<file path="src/pot_host_pkg.sv">
package pot_host_pkg;

  // Timing: system clock and target bus bit time
  localparam int unsigned CLK_PERIOD_NS = 50;
  localparam int unsigned SCL_PERIOD_NS = 10000;
  // Quarter bit in system cycles, rounded up so the bus never runs fast
  localparam int unsigned QUARTER_CYC = (SCL_PERIOD_NS + 4 * CLK_PERIOD_NS - 1) / (4 * CLK_PERIOD_NS);

  // Fixed upper address bits of the target
  localparam logic [4:0] ADDR_FIXED = 5'h0B;

  // Register byte offsets
  localparam logic [7:0] OFS_CONFIG = 8'h00;
  localparam logic [7:0] OFS_CMD = 8'h04;
  localparam logic [7:0] OFS_INSTR = 8'h08;
  localparam logic [7:0] OFS_DATA = 8'h0C;
  localparam logic [7:0] OFS_STATUS = 8'h10;
  localparam logic [7:0] OFS_RDATA = 8'h14;

  // Field positions
  localparam int unsigned CFG_STRAP0_POS = 0;
  localparam int unsigned CFG_STRAP1_POS = 1;
  localparam int unsigned CFG_SHUTDOWN_POS = 2;
  localparam int unsigned CMD_W = 4;
  localparam int unsigned ST_BUSY_POS = 0;
  localparam int unsigned ST_DONE_POS = 1;
  localparam int unsigned ST_NACK_POS = 2;
  localparam int unsigned ST_HELD_POS = 3;
  localparam int unsigned ST_CMDERR_POS = 4;

  // Reset values
  localparam logic [7:0] INSTR_RST = 8'h00;
  localparam logic [7:0] DATA_RST = 8'h80;
  localparam logic [7:0] RDATA_RST = 8'h80;

  typedef enum logic [1:0] {
    KIND_WR_INSTR = 2'h0,
    KIND_WR_FULL = 2'h1,
    KIND_WR_MORE = 2'h2,
    KIND_RD = 2'h3
  } kind_t;

  typedef struct packed {
    logic stop_only;
    logic no_stop;
    kind_t kind;
  } cmd_t;

  typedef struct packed {
    logic chan_second;
    logic midscale_reset_bit;
    logic channel_shutdown_bit;
    logic logic_out_first;
    logic logic_out_second;
    logic [2:0] spare;
  } instr_t;

  typedef enum logic [3:0] {
    ST_IDLE = 4'h1,
    ST_START = 4'h2,
    ST_BIT = 4'h4,
    ST_STOP = 4'h8
  } state_t;

  typedef enum logic [3:0] {
    BY_ADDR = 4'h1,
    BY_INSTR = 4'h2,
    BY_DATA = 4'h4,
    BY_READ = 4'h8
  } byte_t;

endpackage

</file>
<file path="src/quarter_timer.sv">
`timescale 1ns/1ps
module quarter_timer import pot_host_pkg::*; #(
  parameter int unsigned COUNT = QUARTER_CYC
) (
  input wire logic sys_clk_i,
  input wire logic rst_n_i,
  input wire logic run_i,
  input wire logic hold_i,
  output logic tick_o
);

  localparam int unsigned W = $clog2(COUNT + 1);

  logic [W-1:0] cnt_q, cnt_d;
  logic tick_q, tick_d;

  // Count quarters; hold freezes the count while the target stretches the clock
  always_comb begin
    cnt_d = cnt_q;
    tick_d = 1'b0;
    if (!run_i) begin
      cnt_d = '0;
    end else if (!hold_i) begin
      if (cnt_q == W'(COUNT - 1)) begin
        cnt_d = '0;
        tick_d = 1'b1;
      end else begin
        cnt_d = cnt_q + 1'b1;
      end
    end
  end

  always_ff @(posedge sys_clk_i) begin
    if (!rst_n_i) begin
      cnt_q <= '0;
      tick_q <= 1'b0;
    end else begin
      cnt_q <= cnt_d;
      tick_q <= tick_d;
    end
  end

  assign tick_o = tick_q;

endmodule

</file>
<file path="src/byte_shift.sv">
`timescale 1ns/1ps
module byte_shift (
  input wire logic sys_clk_i,
  input wire logic rst_n_i,
  input wire logic load_i,
  input wire logic [7:0] load_val_i,
  input wire logic shift_i,
  input wire logic bit_i,
  output logic [7:0] data_o
);

  logic [7:0] data_q, data_d;

  // Load wins over shift; MSB leaves first
  always_comb begin
    data_d = data_q;
    if (load_i) begin
      data_d = load_val_i;
    end else if (shift_i) begin
      data_d = {data_q[6:0], bit_i};
    end
  end

  always_ff @(posedge sys_clk_i) begin
    if (!rst_n_i) begin
      data_q <= 8'h00;
    end else begin
      data_q <= data_d;
    end
  end

  assign data_o = data_q;

endmodule

</file>
<file path="src/pot_host.sv">
// Decided for this implementation: the placing of the registers and the address-and-strobe port.
`timescale 1ns/1ps
// What this block does
// - Address is 01011 plus two strap bits
// - Start: SDA falls while SCL high
// - Eighth address bit high means read
// - Write sends instruction byte; read does not
// - Instruction MSB selects the channel
// - Nine clocks per byte, MSB first
// - SDA changes only while SCL low
// - Stop: SDA rises while SCL high
// - Read ends with not-acknowledge, then stop
// - New instruction needs fresh address byte
// - Address plus instruction selects readback channel
module pot_host import pot_host_pkg::*; #(
  parameter int unsigned QUARTER = QUARTER_CYC
) (
  input wire logic sys_clk_i,
  input wire logic rst_n_i,
  input wire logic [7:0] addr_i,
  input wire logic [31:0] wdata_i,
  input wire logic wr_i,
  input wire logic rd_i,
  output logic [31:0] rdata_o,
  input wire logic scl_i,
  output logic scl_o,
  output logic scl_oe_n_o,
  input wire logic sda_i,
  output logic sda_o,
  output logic sda_oe_n_o,
  output logic shutdown_pin_n_o
);

  state_t state_q, state_d;
  byte_t byte_q, byte_d;
  cmd_t cmd_q, cmd_d;
  cmd_t new_cmd;
  instr_t instr_q, instr_d;
  logic [1:0] phase_q, phase_d;
  logic [3:0] bit_q, bit_d;
  logic [1:0] strap_q, strap_d;
  logic shut_q, shut_d;
  logic [7:0] data_q, data_d;
  logic [7:0] rd_q, rd_d;
  logic done_q, done_d;
  logic nack_q, nack_d;
  logic cmderr_q, cmderr_d;
  logic held_q, held_d;
  logic held_wr_q, held_wr_d;
  logic smp_q, smp_d;
  logic scl_oe_n_q, scl_oe_n_d;
  logic sda_oe_n_q, sda_oe_n_d;
  logic lvl_q, lvl_d;
  logic shut_pin_q, shut_pin_d;
  logic [31:0] rdata_q, rdata_d;
  logic tick;
  logic idle;
  logic go;
  logic sh_load;
  logic [7:0] sh_val;
  logic sh_shift;
  logic [7:0] sh_data;
  logic [7:0] instr_byte;

  assign idle = (state_q == ST_IDLE);
  assign go = wr_i && (addr_i == OFS_CMD) && idle;
  assign new_cmd = cmd_t'(wdata_i[CMD_W-1:0]);

  // Instruction byte built from fields; don't-care bits go out as zero
  assign instr_byte = {instr_q.chan_second,
                       instr_q.midscale_reset_bit,
                       instr_q.channel_shutdown_bit,
                       instr_q.logic_out_first,
                       instr_q.logic_out_second,
                       3'h0};

  // Quarter-bit pacing; a target holding SCL low stalls the count
  quarter_timer #(
    .COUNT(QUARTER)
  ) u_timer (
    .sys_clk_i(sys_clk_i),
    .rst_n_i(rst_n_i),
    .run_i(!idle),
    .hold_i(scl_oe_n_q && !scl_i),
    .tick_o(tick)
  );

  byte_shift u_shift (
    .sys_clk_i(sys_clk_i),
    .rst_n_i(rst_n_i),
    .load_i(sh_load),
    .load_val_i(sh_val),
    .shift_i(sh_shift),
    .bit_i(smp_q),
    .data_o(sh_data)
  );

  // Software writes, command launch and the bus sequencer
  always_comb begin
    state_d = state_q;
    byte_d = byte_q;
    cmd_d = cmd_q;
    instr_d = instr_q;
    phase_d = phase_q;
    bit_d = bit_q;
    strap_d = strap_q;
    shut_d = shut_q;
    data_d = data_q;
    rd_d = rd_q;
    done_d = done_q;
    nack_d = nack_q;
    cmderr_d = cmderr_q;
    held_d = held_q;
    held_wr_d = held_wr_q;
    smp_d = smp_q;
    scl_oe_n_d = scl_oe_n_q;
    sda_oe_n_d = sda_oe_n_q;
    lvl_d = 1'b0;
    sh_load = 1'b0;
    sh_val = 8'h00;
    sh_shift = 1'b0;

    // Reading status clears done; a completion in that cycle sets it again
    if (rd_i && (addr_i == OFS_STATUS)) begin
      done_d = 1'b0;
    end

    // Instruction and data only change while the sequencer is idle, which includes while a held transfer waits
    if (wr_i) begin
      case (addr_i)
        OFS_CONFIG: begin
          strap_d = {wdata_i[CFG_STRAP1_POS], wdata_i[CFG_STRAP0_POS]};
          shut_d = wdata_i[CFG_SHUTDOWN_POS];
        end
        OFS_INSTR: begin
          if (idle) begin
            instr_d = instr_t'(wdata_i[7:0]);
          end
        end
        OFS_DATA: begin
          if (idle) begin
            data_d = wdata_i[7:0];
          end
        end
        default: begin
        end
      endcase
    end

    // Launch; a busy controller ignores a command write
    if (go) begin
      cmd_d = new_cmd;
      nack_d = 1'b0;
      cmderr_d = 1'b0;
      phase_d = 2'h0;
      bit_d = 4'h0;
      if (new_cmd.stop_only) begin
        if (held_q) begin
          state_d = ST_STOP;
          held_d = 1'b0;
          held_wr_d = 1'b0;
        end else begin
          done_d = 1'b1;
        end
      end else if (new_cmd.kind == KIND_WR_MORE) begin
        if (held_wr_q) begin
          state_d = ST_BIT;
          byte_d = BY_DATA;
          sh_load = 1'b1;
          sh_val = data_q;
          held_d = 1'b0;
        end else begin
          cmderr_d = 1'b1;
          done_d = 1'b1;
        end
      end else begin
        // Fresh or repeated start drops whatever was held
        state_d = ST_START;
        byte_d = BY_ADDR;
        sh_load = 1'b1;
        sh_val = {ADDR_FIXED, strap_q[1], strap_q[0], new_cmd.kind == KIND_RD};
        sda_oe_n_d = 1'b1;
        held_d = 1'b0;
        held_wr_d = 1'b0;
      end
    end

    if (tick && !idle) begin
      phase_d = phase_q + 2'h1;
      case (state_q)
        ST_START: begin
          case (phase_q)
            2'h0: scl_oe_n_d = 1'b1; // SDA already high before SCL rises
            2'h1: sda_oe_n_d = 1'b0;
            2'h2: scl_oe_n_d = 1'b0;
            default: begin
              state_d = ST_BIT;
              bit_d = 4'h0;
            end
          endcase
        end
        ST_BIT: begin
          case (phase_q)
            2'h0: begin
              // Data moves only here, with SCL low
              if ((bit_q == 4'h8) || (byte_q == BY_READ)) begin
                sda_oe_n_d = 1'b1;
              end else begin
                sda_oe_n_d = sh_data[7];
              end
            end
            2'h1: scl_oe_n_d = 1'b1;
            2'h2: smp_d = sda_i;
            default: begin
              scl_oe_n_d = 1'b0;
              if (bit_q != 4'h8) begin
                sh_shift = 1'b1;
                bit_d = bit_q + 4'h1;
              end else begin
                bit_d = 4'h0;
                case (byte_q)
                  BY_ADDR: begin
                    if (smp_q) begin
                      nack_d = 1'b1;
                      state_d = ST_STOP;
                    end else if (cmd_q.kind == KIND_RD) begin
                      byte_d = BY_READ;
                    end else begin
                      byte_d = BY_INSTR;
                      sh_load = 1'b1;
                      sh_val = instr_byte;
                    end
                  end
                  BY_INSTR: begin
                    if (smp_q) begin
                      nack_d = 1'b1;
                      state_d = ST_STOP;
                    end else if (cmd_q.kind == KIND_WR_FULL) begin
                      byte_d = BY_DATA;
                      sh_load = 1'b1;
                      sh_val = data_q;
                    end else if (cmd_q.no_stop) begin
                      state_d = ST_IDLE;
                      held_d = 1'b1;
                      held_wr_d = 1'b1;
                      done_d = 1'b1;
                    end else begin
                      state_d = ST_STOP;
                    end
                  end
                  BY_DATA: begin
                    if (smp_q) begin
                      nack_d = 1'b1;
                      state_d = ST_STOP;
                    end else if (cmd_q.no_stop) begin
                      state_d = ST_IDLE;
                      held_d = 1'b1;
                      held_wr_d = 1'b1;
                      done_d = 1'b1;
                    end else begin
                      state_d = ST_STOP;
                    end
                  end
                  default: begin
                    rd_d = sh_data;
                    if (cmd_q.no_stop) begin
                      state_d = ST_IDLE;
                      held_d = 1'b1;
                      done_d = 1'b1;
                    end else begin
                      state_d = ST_STOP;
                    end
                  end
                endcase
              end
            end
          endcase
        end
        ST_STOP: begin
          case (phase_q)
            2'h0: sda_oe_n_d = 1'b0;
            2'h1: scl_oe_n_d = 1'b1;
            2'h2: sda_oe_n_d = 1'b1;
            default: begin
              state_d = ST_IDLE;
              done_d = 1'b1;
            end
          endcase
        end
        default: begin
          state_d = ST_IDLE;
        end
      endcase
    end

    // Pin is low while software asks for shutdown of both channels
    shut_pin_d = !shut_q;
  end

  always_ff @(posedge sys_clk_i) begin
    if (!rst_n_i) begin
      state_q <= ST_IDLE;
      byte_q <= BY_ADDR;
      cmd_q <= '0;
      instr_q <= instr_t'(INSTR_RST);
      phase_q <= 2'h0;
      bit_q <= 4'h0;
      strap_q <= 2'h0;
      shut_q <= 1'b0;
      data_q <= DATA_RST;
      rd_q <= RDATA_RST;
      done_q <= 1'b0;
      nack_q <= 1'b0;
      cmderr_q <= 1'b0;
      held_q <= 1'b0;
      held_wr_q <= 1'b0;
      smp_q <= 1'b1;
      scl_oe_n_q <= 1'b1;
      sda_oe_n_q <= 1'b1;
      lvl_q <= 1'b0;
      shut_pin_q <= 1'b1;
    end else begin
      state_q <= state_d;
      byte_q <= byte_d;
      cmd_q <= cmd_d;
      instr_q <= instr_d;
      phase_q <= phase_d;
      bit_q <= bit_d;
      strap_q <= strap_d;
      shut_q <= shut_d;
      data_q <= data_d;
      rd_q <= rd_d;
      done_q <= done_d;
      nack_q <= nack_d;
      cmderr_q <= cmderr_d;
      held_q <= held_d;
      held_wr_q <= held_wr_d;
      smp_q <= smp_d;
      scl_oe_n_q <= scl_oe_n_d;
      sda_oe_n_q <= sda_oe_n_d;
      lvl_q <= lvl_d;
      shut_pin_q <= shut_pin_d;
    end
  end

  // Read mux; data stands only in the cycle after the strobe
  always_comb begin
    rdata_d = 32'h0000_0000;
    if (rd_i) begin
      case (addr_i)
        OFS_CONFIG: begin
          rdata_d[CFG_STRAP0_POS] = strap_q[0];
          rdata_d[CFG_STRAP1_POS] = strap_q[1];
          rdata_d[CFG_SHUTDOWN_POS] = shut_q;
        end
        OFS_INSTR: rdata_d[7:0] = instr_q;
        OFS_DATA: rdata_d[7:0] = data_q;
        OFS_STATUS: begin
          rdata_d[ST_BUSY_POS] = !idle;
          rdata_d[ST_DONE_POS] = done_q;
          rdata_d[ST_NACK_POS] = nack_q;
          rdata_d[ST_HELD_POS] = held_q;
          rdata_d[ST_CMDERR_POS] = cmderr_q;
        end
        OFS_RDATA: rdata_d[7:0] = rd_q;
        default: rdata_d = 32'h0000_0000;
      endcase
    end
  end

  always_ff @(posedge sys_clk_i) begin
    if (!rst_n_i) begin
      rdata_q <= 32'h0000_0000;
    end else begin
      rdata_q <= rdata_d;
    end
  end

  // Open-drain pins: only ever pull low, never drive high
  assign scl_o = lvl_q;
  assign sda_o = lvl_q;
  assign scl_oe_n_o = scl_oe_n_q;
  assign sda_oe_n_o = sda_oe_n_q;
  assign shutdown_pin_n_o = shut_pin_q;
  assign rdata_o = rdata_q;

endmodule

</file>
<file path="config.mk">
export PLATFORM = sky130hd
export DESIGN_NAME = pot_host
export DESIGN_NICKNAME = d
export VERILOG_FILES = /design/src/pot_host_pkg.sv /design/src/quarter_timer.sv /design/src/byte_shift.sv /design/src/pot_host.sv
export SDC_FILE = /design/constraint.sdc
export NUM_CORES = 1
export LEC_CHECK = 0
export BUFFER_PORTS_ARGS = -buffer_cell sky130_fd_sc_hd__buf_2
export CORE_ASPECT_RATIO = 0.9
export CORE_MARGIN = 2
export CORE_UTILIZATION = 30
export DETAILED_ROUTE_END_ITERATION = 6
export PLACE_DENSITY = 0.51
export SLEW_MARGIN = 30
export SYNTH_ARGS = -nofsm -noshare
export SYNTH_HDL_FRONTEND = slang
export SYNTH_HIERARCHICAL = 1
export SYNTH_SLANG_ARGS = --single-unit
export TNS_END_PERCENT = 5
</file>
<file path="constraint.sdc">
create_clock -name sys_clk_i -period 2.4 [get_ports sys_clk_i]
set_input_delay 0.48 -clock sys_clk_i [delete_from_list [all_inputs] [get_ports sys_clk_i]]
set_output_delay 0.48 -clock sys_clk_i [all_outputs]
set_load 0.01 [all_outputs]
</file>
==> flow_summary.json <==
{
  "status": "completed",
  "setup_viol": 0,
  "hpwl_um": 8290,
  "finalHoldViolCount": 0,
  "finalSetupTns_ns": 0,
  "rrSetupSlack_ns": 0.14,
  "synth-edff-count": 0,
  "layout_min_cycle_time_ns": 2.26,
  "cts_made_buffers": 9,
  "die_height_um": 118,
  "clockRootBuffer": "clkbuf_16",
  "cts_tree": "done",
  "max-vdd-ir-drop_uv": 390,
  "ios": 83,
  "worst_pin_slew_ns": 0.491,
  "crit_fanout": 4,
  "htreeDepth": 3,
  "clock_power_share_pct": 51.3,
  "power.leakage_nw": 2.06,
  "clockBufferDepth": 2,
  "fp.dieW_um": 130,
  "switching_share_pct": 24.7,
  "p_int_mw": 2.13,
  "synthesis.area_um2": 4290,
  "multi_input_comb_area_um2": 2520,
  "post-route-util_pct": 36.5,
  "p_switching_mw": 0.698,
  "maxSlewViolCount": 0,
  "async_flop_share_pct": 0,
  "core_area_um2": 14000,
  "rows": 41,
  "firstDrtPassIters": 5,
  "regArea_um2": 1520,
  "ctsResizeCount": 0,
  "synth_commonest_cells": "76 x dfxtp_1, 49 x nand2_1, 48 x nor2_1",
  "critPathCaptureType": "flop",
  "cts.clk_slew.worst_paths_ns": 0.06,
  "min_path_type": "in -> reg",
  "final_nets": 596,
  "drive_gt1_share_pct": 21.6,
  "clock_latency_ns": 0.34,
  "detail_route.wl_per_cell_um": 15.1,
  "finalClockSkew_ns": 0.00556,
  "ys.flop_type": "dfxtp_1",
  "cp.required_ns": 2.64,
  "synth.area.top_cells": "dfxtp_1 35%, mux2i_1 6.1%, buf_4 4.9%",
  "post-synth-top-count-cell": "dfxtp_1",
  "grt_pass1_wl_um": 17900,
  "cp_data_arrival_time_ns": 2.50,
  "numPortBuffers": 32,
  "power_density_nw_per_um2": 553,
  "routed_wl_um": 11100,
  "netlist-cell-type-count": 76,
  "fin_cells": 740,
  "post_cts_buffers": 0,
  "dp.cells": 724,
  "viasPerCell": 5.03,
  "synth_top_area_cell": "dfxtp_1",
  "syn_inst": 489,
  "max_clock_freq_mhz": 442,
  "drt_iter0_drc": 291,
  "antennaDiodeCount": 0,
  "die-area_um2": 15300,
  "vias": 3720,
  "max_slew_margin_pct": 66.8,
  "gr-total-overflow": 0,
  "rsz0062_at_grt": "false",
  "grtUsageTotal_pct": 14.9,
  "drc": 0,
  "yosys_warnings": 6,
  "post-route-period-util_pct": 94.3,
  "place_congestion": 0.898,
  "antenna_left": 0,
  "fillers": 1418,
  "cts_num_sinks": 76,
  "yosysTopAreaCellShare_pct": 35.4,
  "syn_to_final_growth_pct": 19.1,
  "criticalPathCategory": "reg -> reg",
  "syn_area_per_cell_um2": 8.78,
  "ys_seq_area_share_pct": 35.4,
  "combPwrFrac_pct": 4.1,
  "grt_pass1_vias": 3533,
  "critPathLaunchType": "flop",
  "yosys_register_bits": 76,
  "max_cap_viol_count": 0,
  "grt_max_degree": 43,
  "antenna_found_initial": 0,
  "p_total_mw": 2.83,
  "start_util_pct": 30.7,
  "hold_buffers": 0,
  "seqPwrFrac_pct": 44.6
}
==> final cells by class <==
type                       instances  area share (%)
clock buffer                       9            4.40
inverter                          13           0.954
clock inverter                     7            1.76
timing repair buffer              71            9.10
tap                              193            4.72
multi-input combinational        371            49.3
sequential                        76            29.8
==> kinds of logic after synthesis <==
logic type | Yosys count | share of synthesized area (%)
AOI/OAI and AO/OA | 103 | 17.6
xor gates and xnor gates | 7 | 1.43
DFF | 76 | 35.4
muxes | 35 | 9.12
buffers and inverters | 67 | 8.86
and+or+nand+nor | 192 | 25.1
other | 1 | 0.0873
adders and majority gates | 8 | 2.33
==> worst paths after layout <==
check | start | end | cells after the start
worst min register to register | shut_q | shutdown_pin_n_o | 1
worst max register to register | bit_q[0] | u_shift/data_o[4] | 9
worst min-delay path | sda_i | smp_q | 3
worst max-delay path | bit_q[0] | u_shift/data_o[4] | 9
==> routing by layer <==
metal | vias up | part of all wire [%] | global-route usage [%]
li1 | 1831 | - | -
met1 | 1766 | 47 | 20.4
met2 | 111 | 47 | 23.5
met3 | 12 | 5.5 | 3.27
met4 | 0 | 1.3 | 4.70
met5 | - | 0 | 0
==> worst max-delay path, cell delays in order (launching register included) <==
cell,delay [ns]
dfxtp_1,0.33
inv_1,0.06
ha_1,0.21
and3b_1,0.19
nand4_1,0.13
and4bb_2,0.30
or2_2,0.30
a221o_1,0.30
or2b_1,0.23
o211a_1,0.12
==> layout by cell type (no fill, tap or decap), types with 4 or more instances in the layout <==
| master | count |
|---|---|
| nor4_1 | 4 |
| nor2_1 | 48 |
| buf_4 | 38 |
| inv_1 | 12 |
| nand3_1 | 16 |
| nor2b_1 | 10 |
| a22o_1 | 4 |
| mux2_4 | 8 |
| nor3_1 | 6 |
| buf_2 | 32 |
| xor2_1 | 5 |
| or3_1 | 4 |
| clkbuf_16 | 9 |
| dfxtp_1 | 75 |
| a222oi_1 | 6 |
| a31oi_1 | 6 |
| conb_1 | 26 |
| nand2_1 | 49 |
| nor4b_1 | 4 |
| or2b_1 | 8 |
| o211a_1 | 10 |
| nand2b_1 | 7 |
| o21ai_0 | 11 |
| nand4_1 | 6 |
| a21oi_1 | 30 |
| mux2i_1 | 26 |
| ha_1 | 8 |
==> power by group through the flow <==
stage | clock network (mW) | registers [mW] | logic [mW]
finish | 1.45 | 1.26 | 0.117
floorplan | 0 | 1.29 | 0.0996
global route | 1.55 | 1.26 | 0.129
global placement | 0 | 1.29 | 0.116
detailed placement | 0 | 1.29 | 0.117
CTS | 1.49 | 1.26 | 0.117
==> per-stage QoR <==
stage / instance area, um2 / worst slack, ns / hold slack, ns
floorplan: 4410 / 0.0541 / 0.371
global placement: 4780 / 0.0303 / 0.410
detailed placement: 4780 / 0.0534 / 0.417
CTS: 5100 / 0.0434 / 0.347
global route: 5110 / 0.0106 / 0.386
finish: 5110 / 0.137 / 0.354
==> sequential cells by signal (all words and copies together), names as in the netlist, 3 cells and up <==
register,flops
rd_q,8
rdata_o,8
data_q,8
bit_q,4
instr_q,3
byte_q,4
instr_byte,5
cmd_q,3
state_q,4
u_timer/cnt_q,6
u_shift/data_o,8
Note: power is estimated with default switching activity, not from simulation.
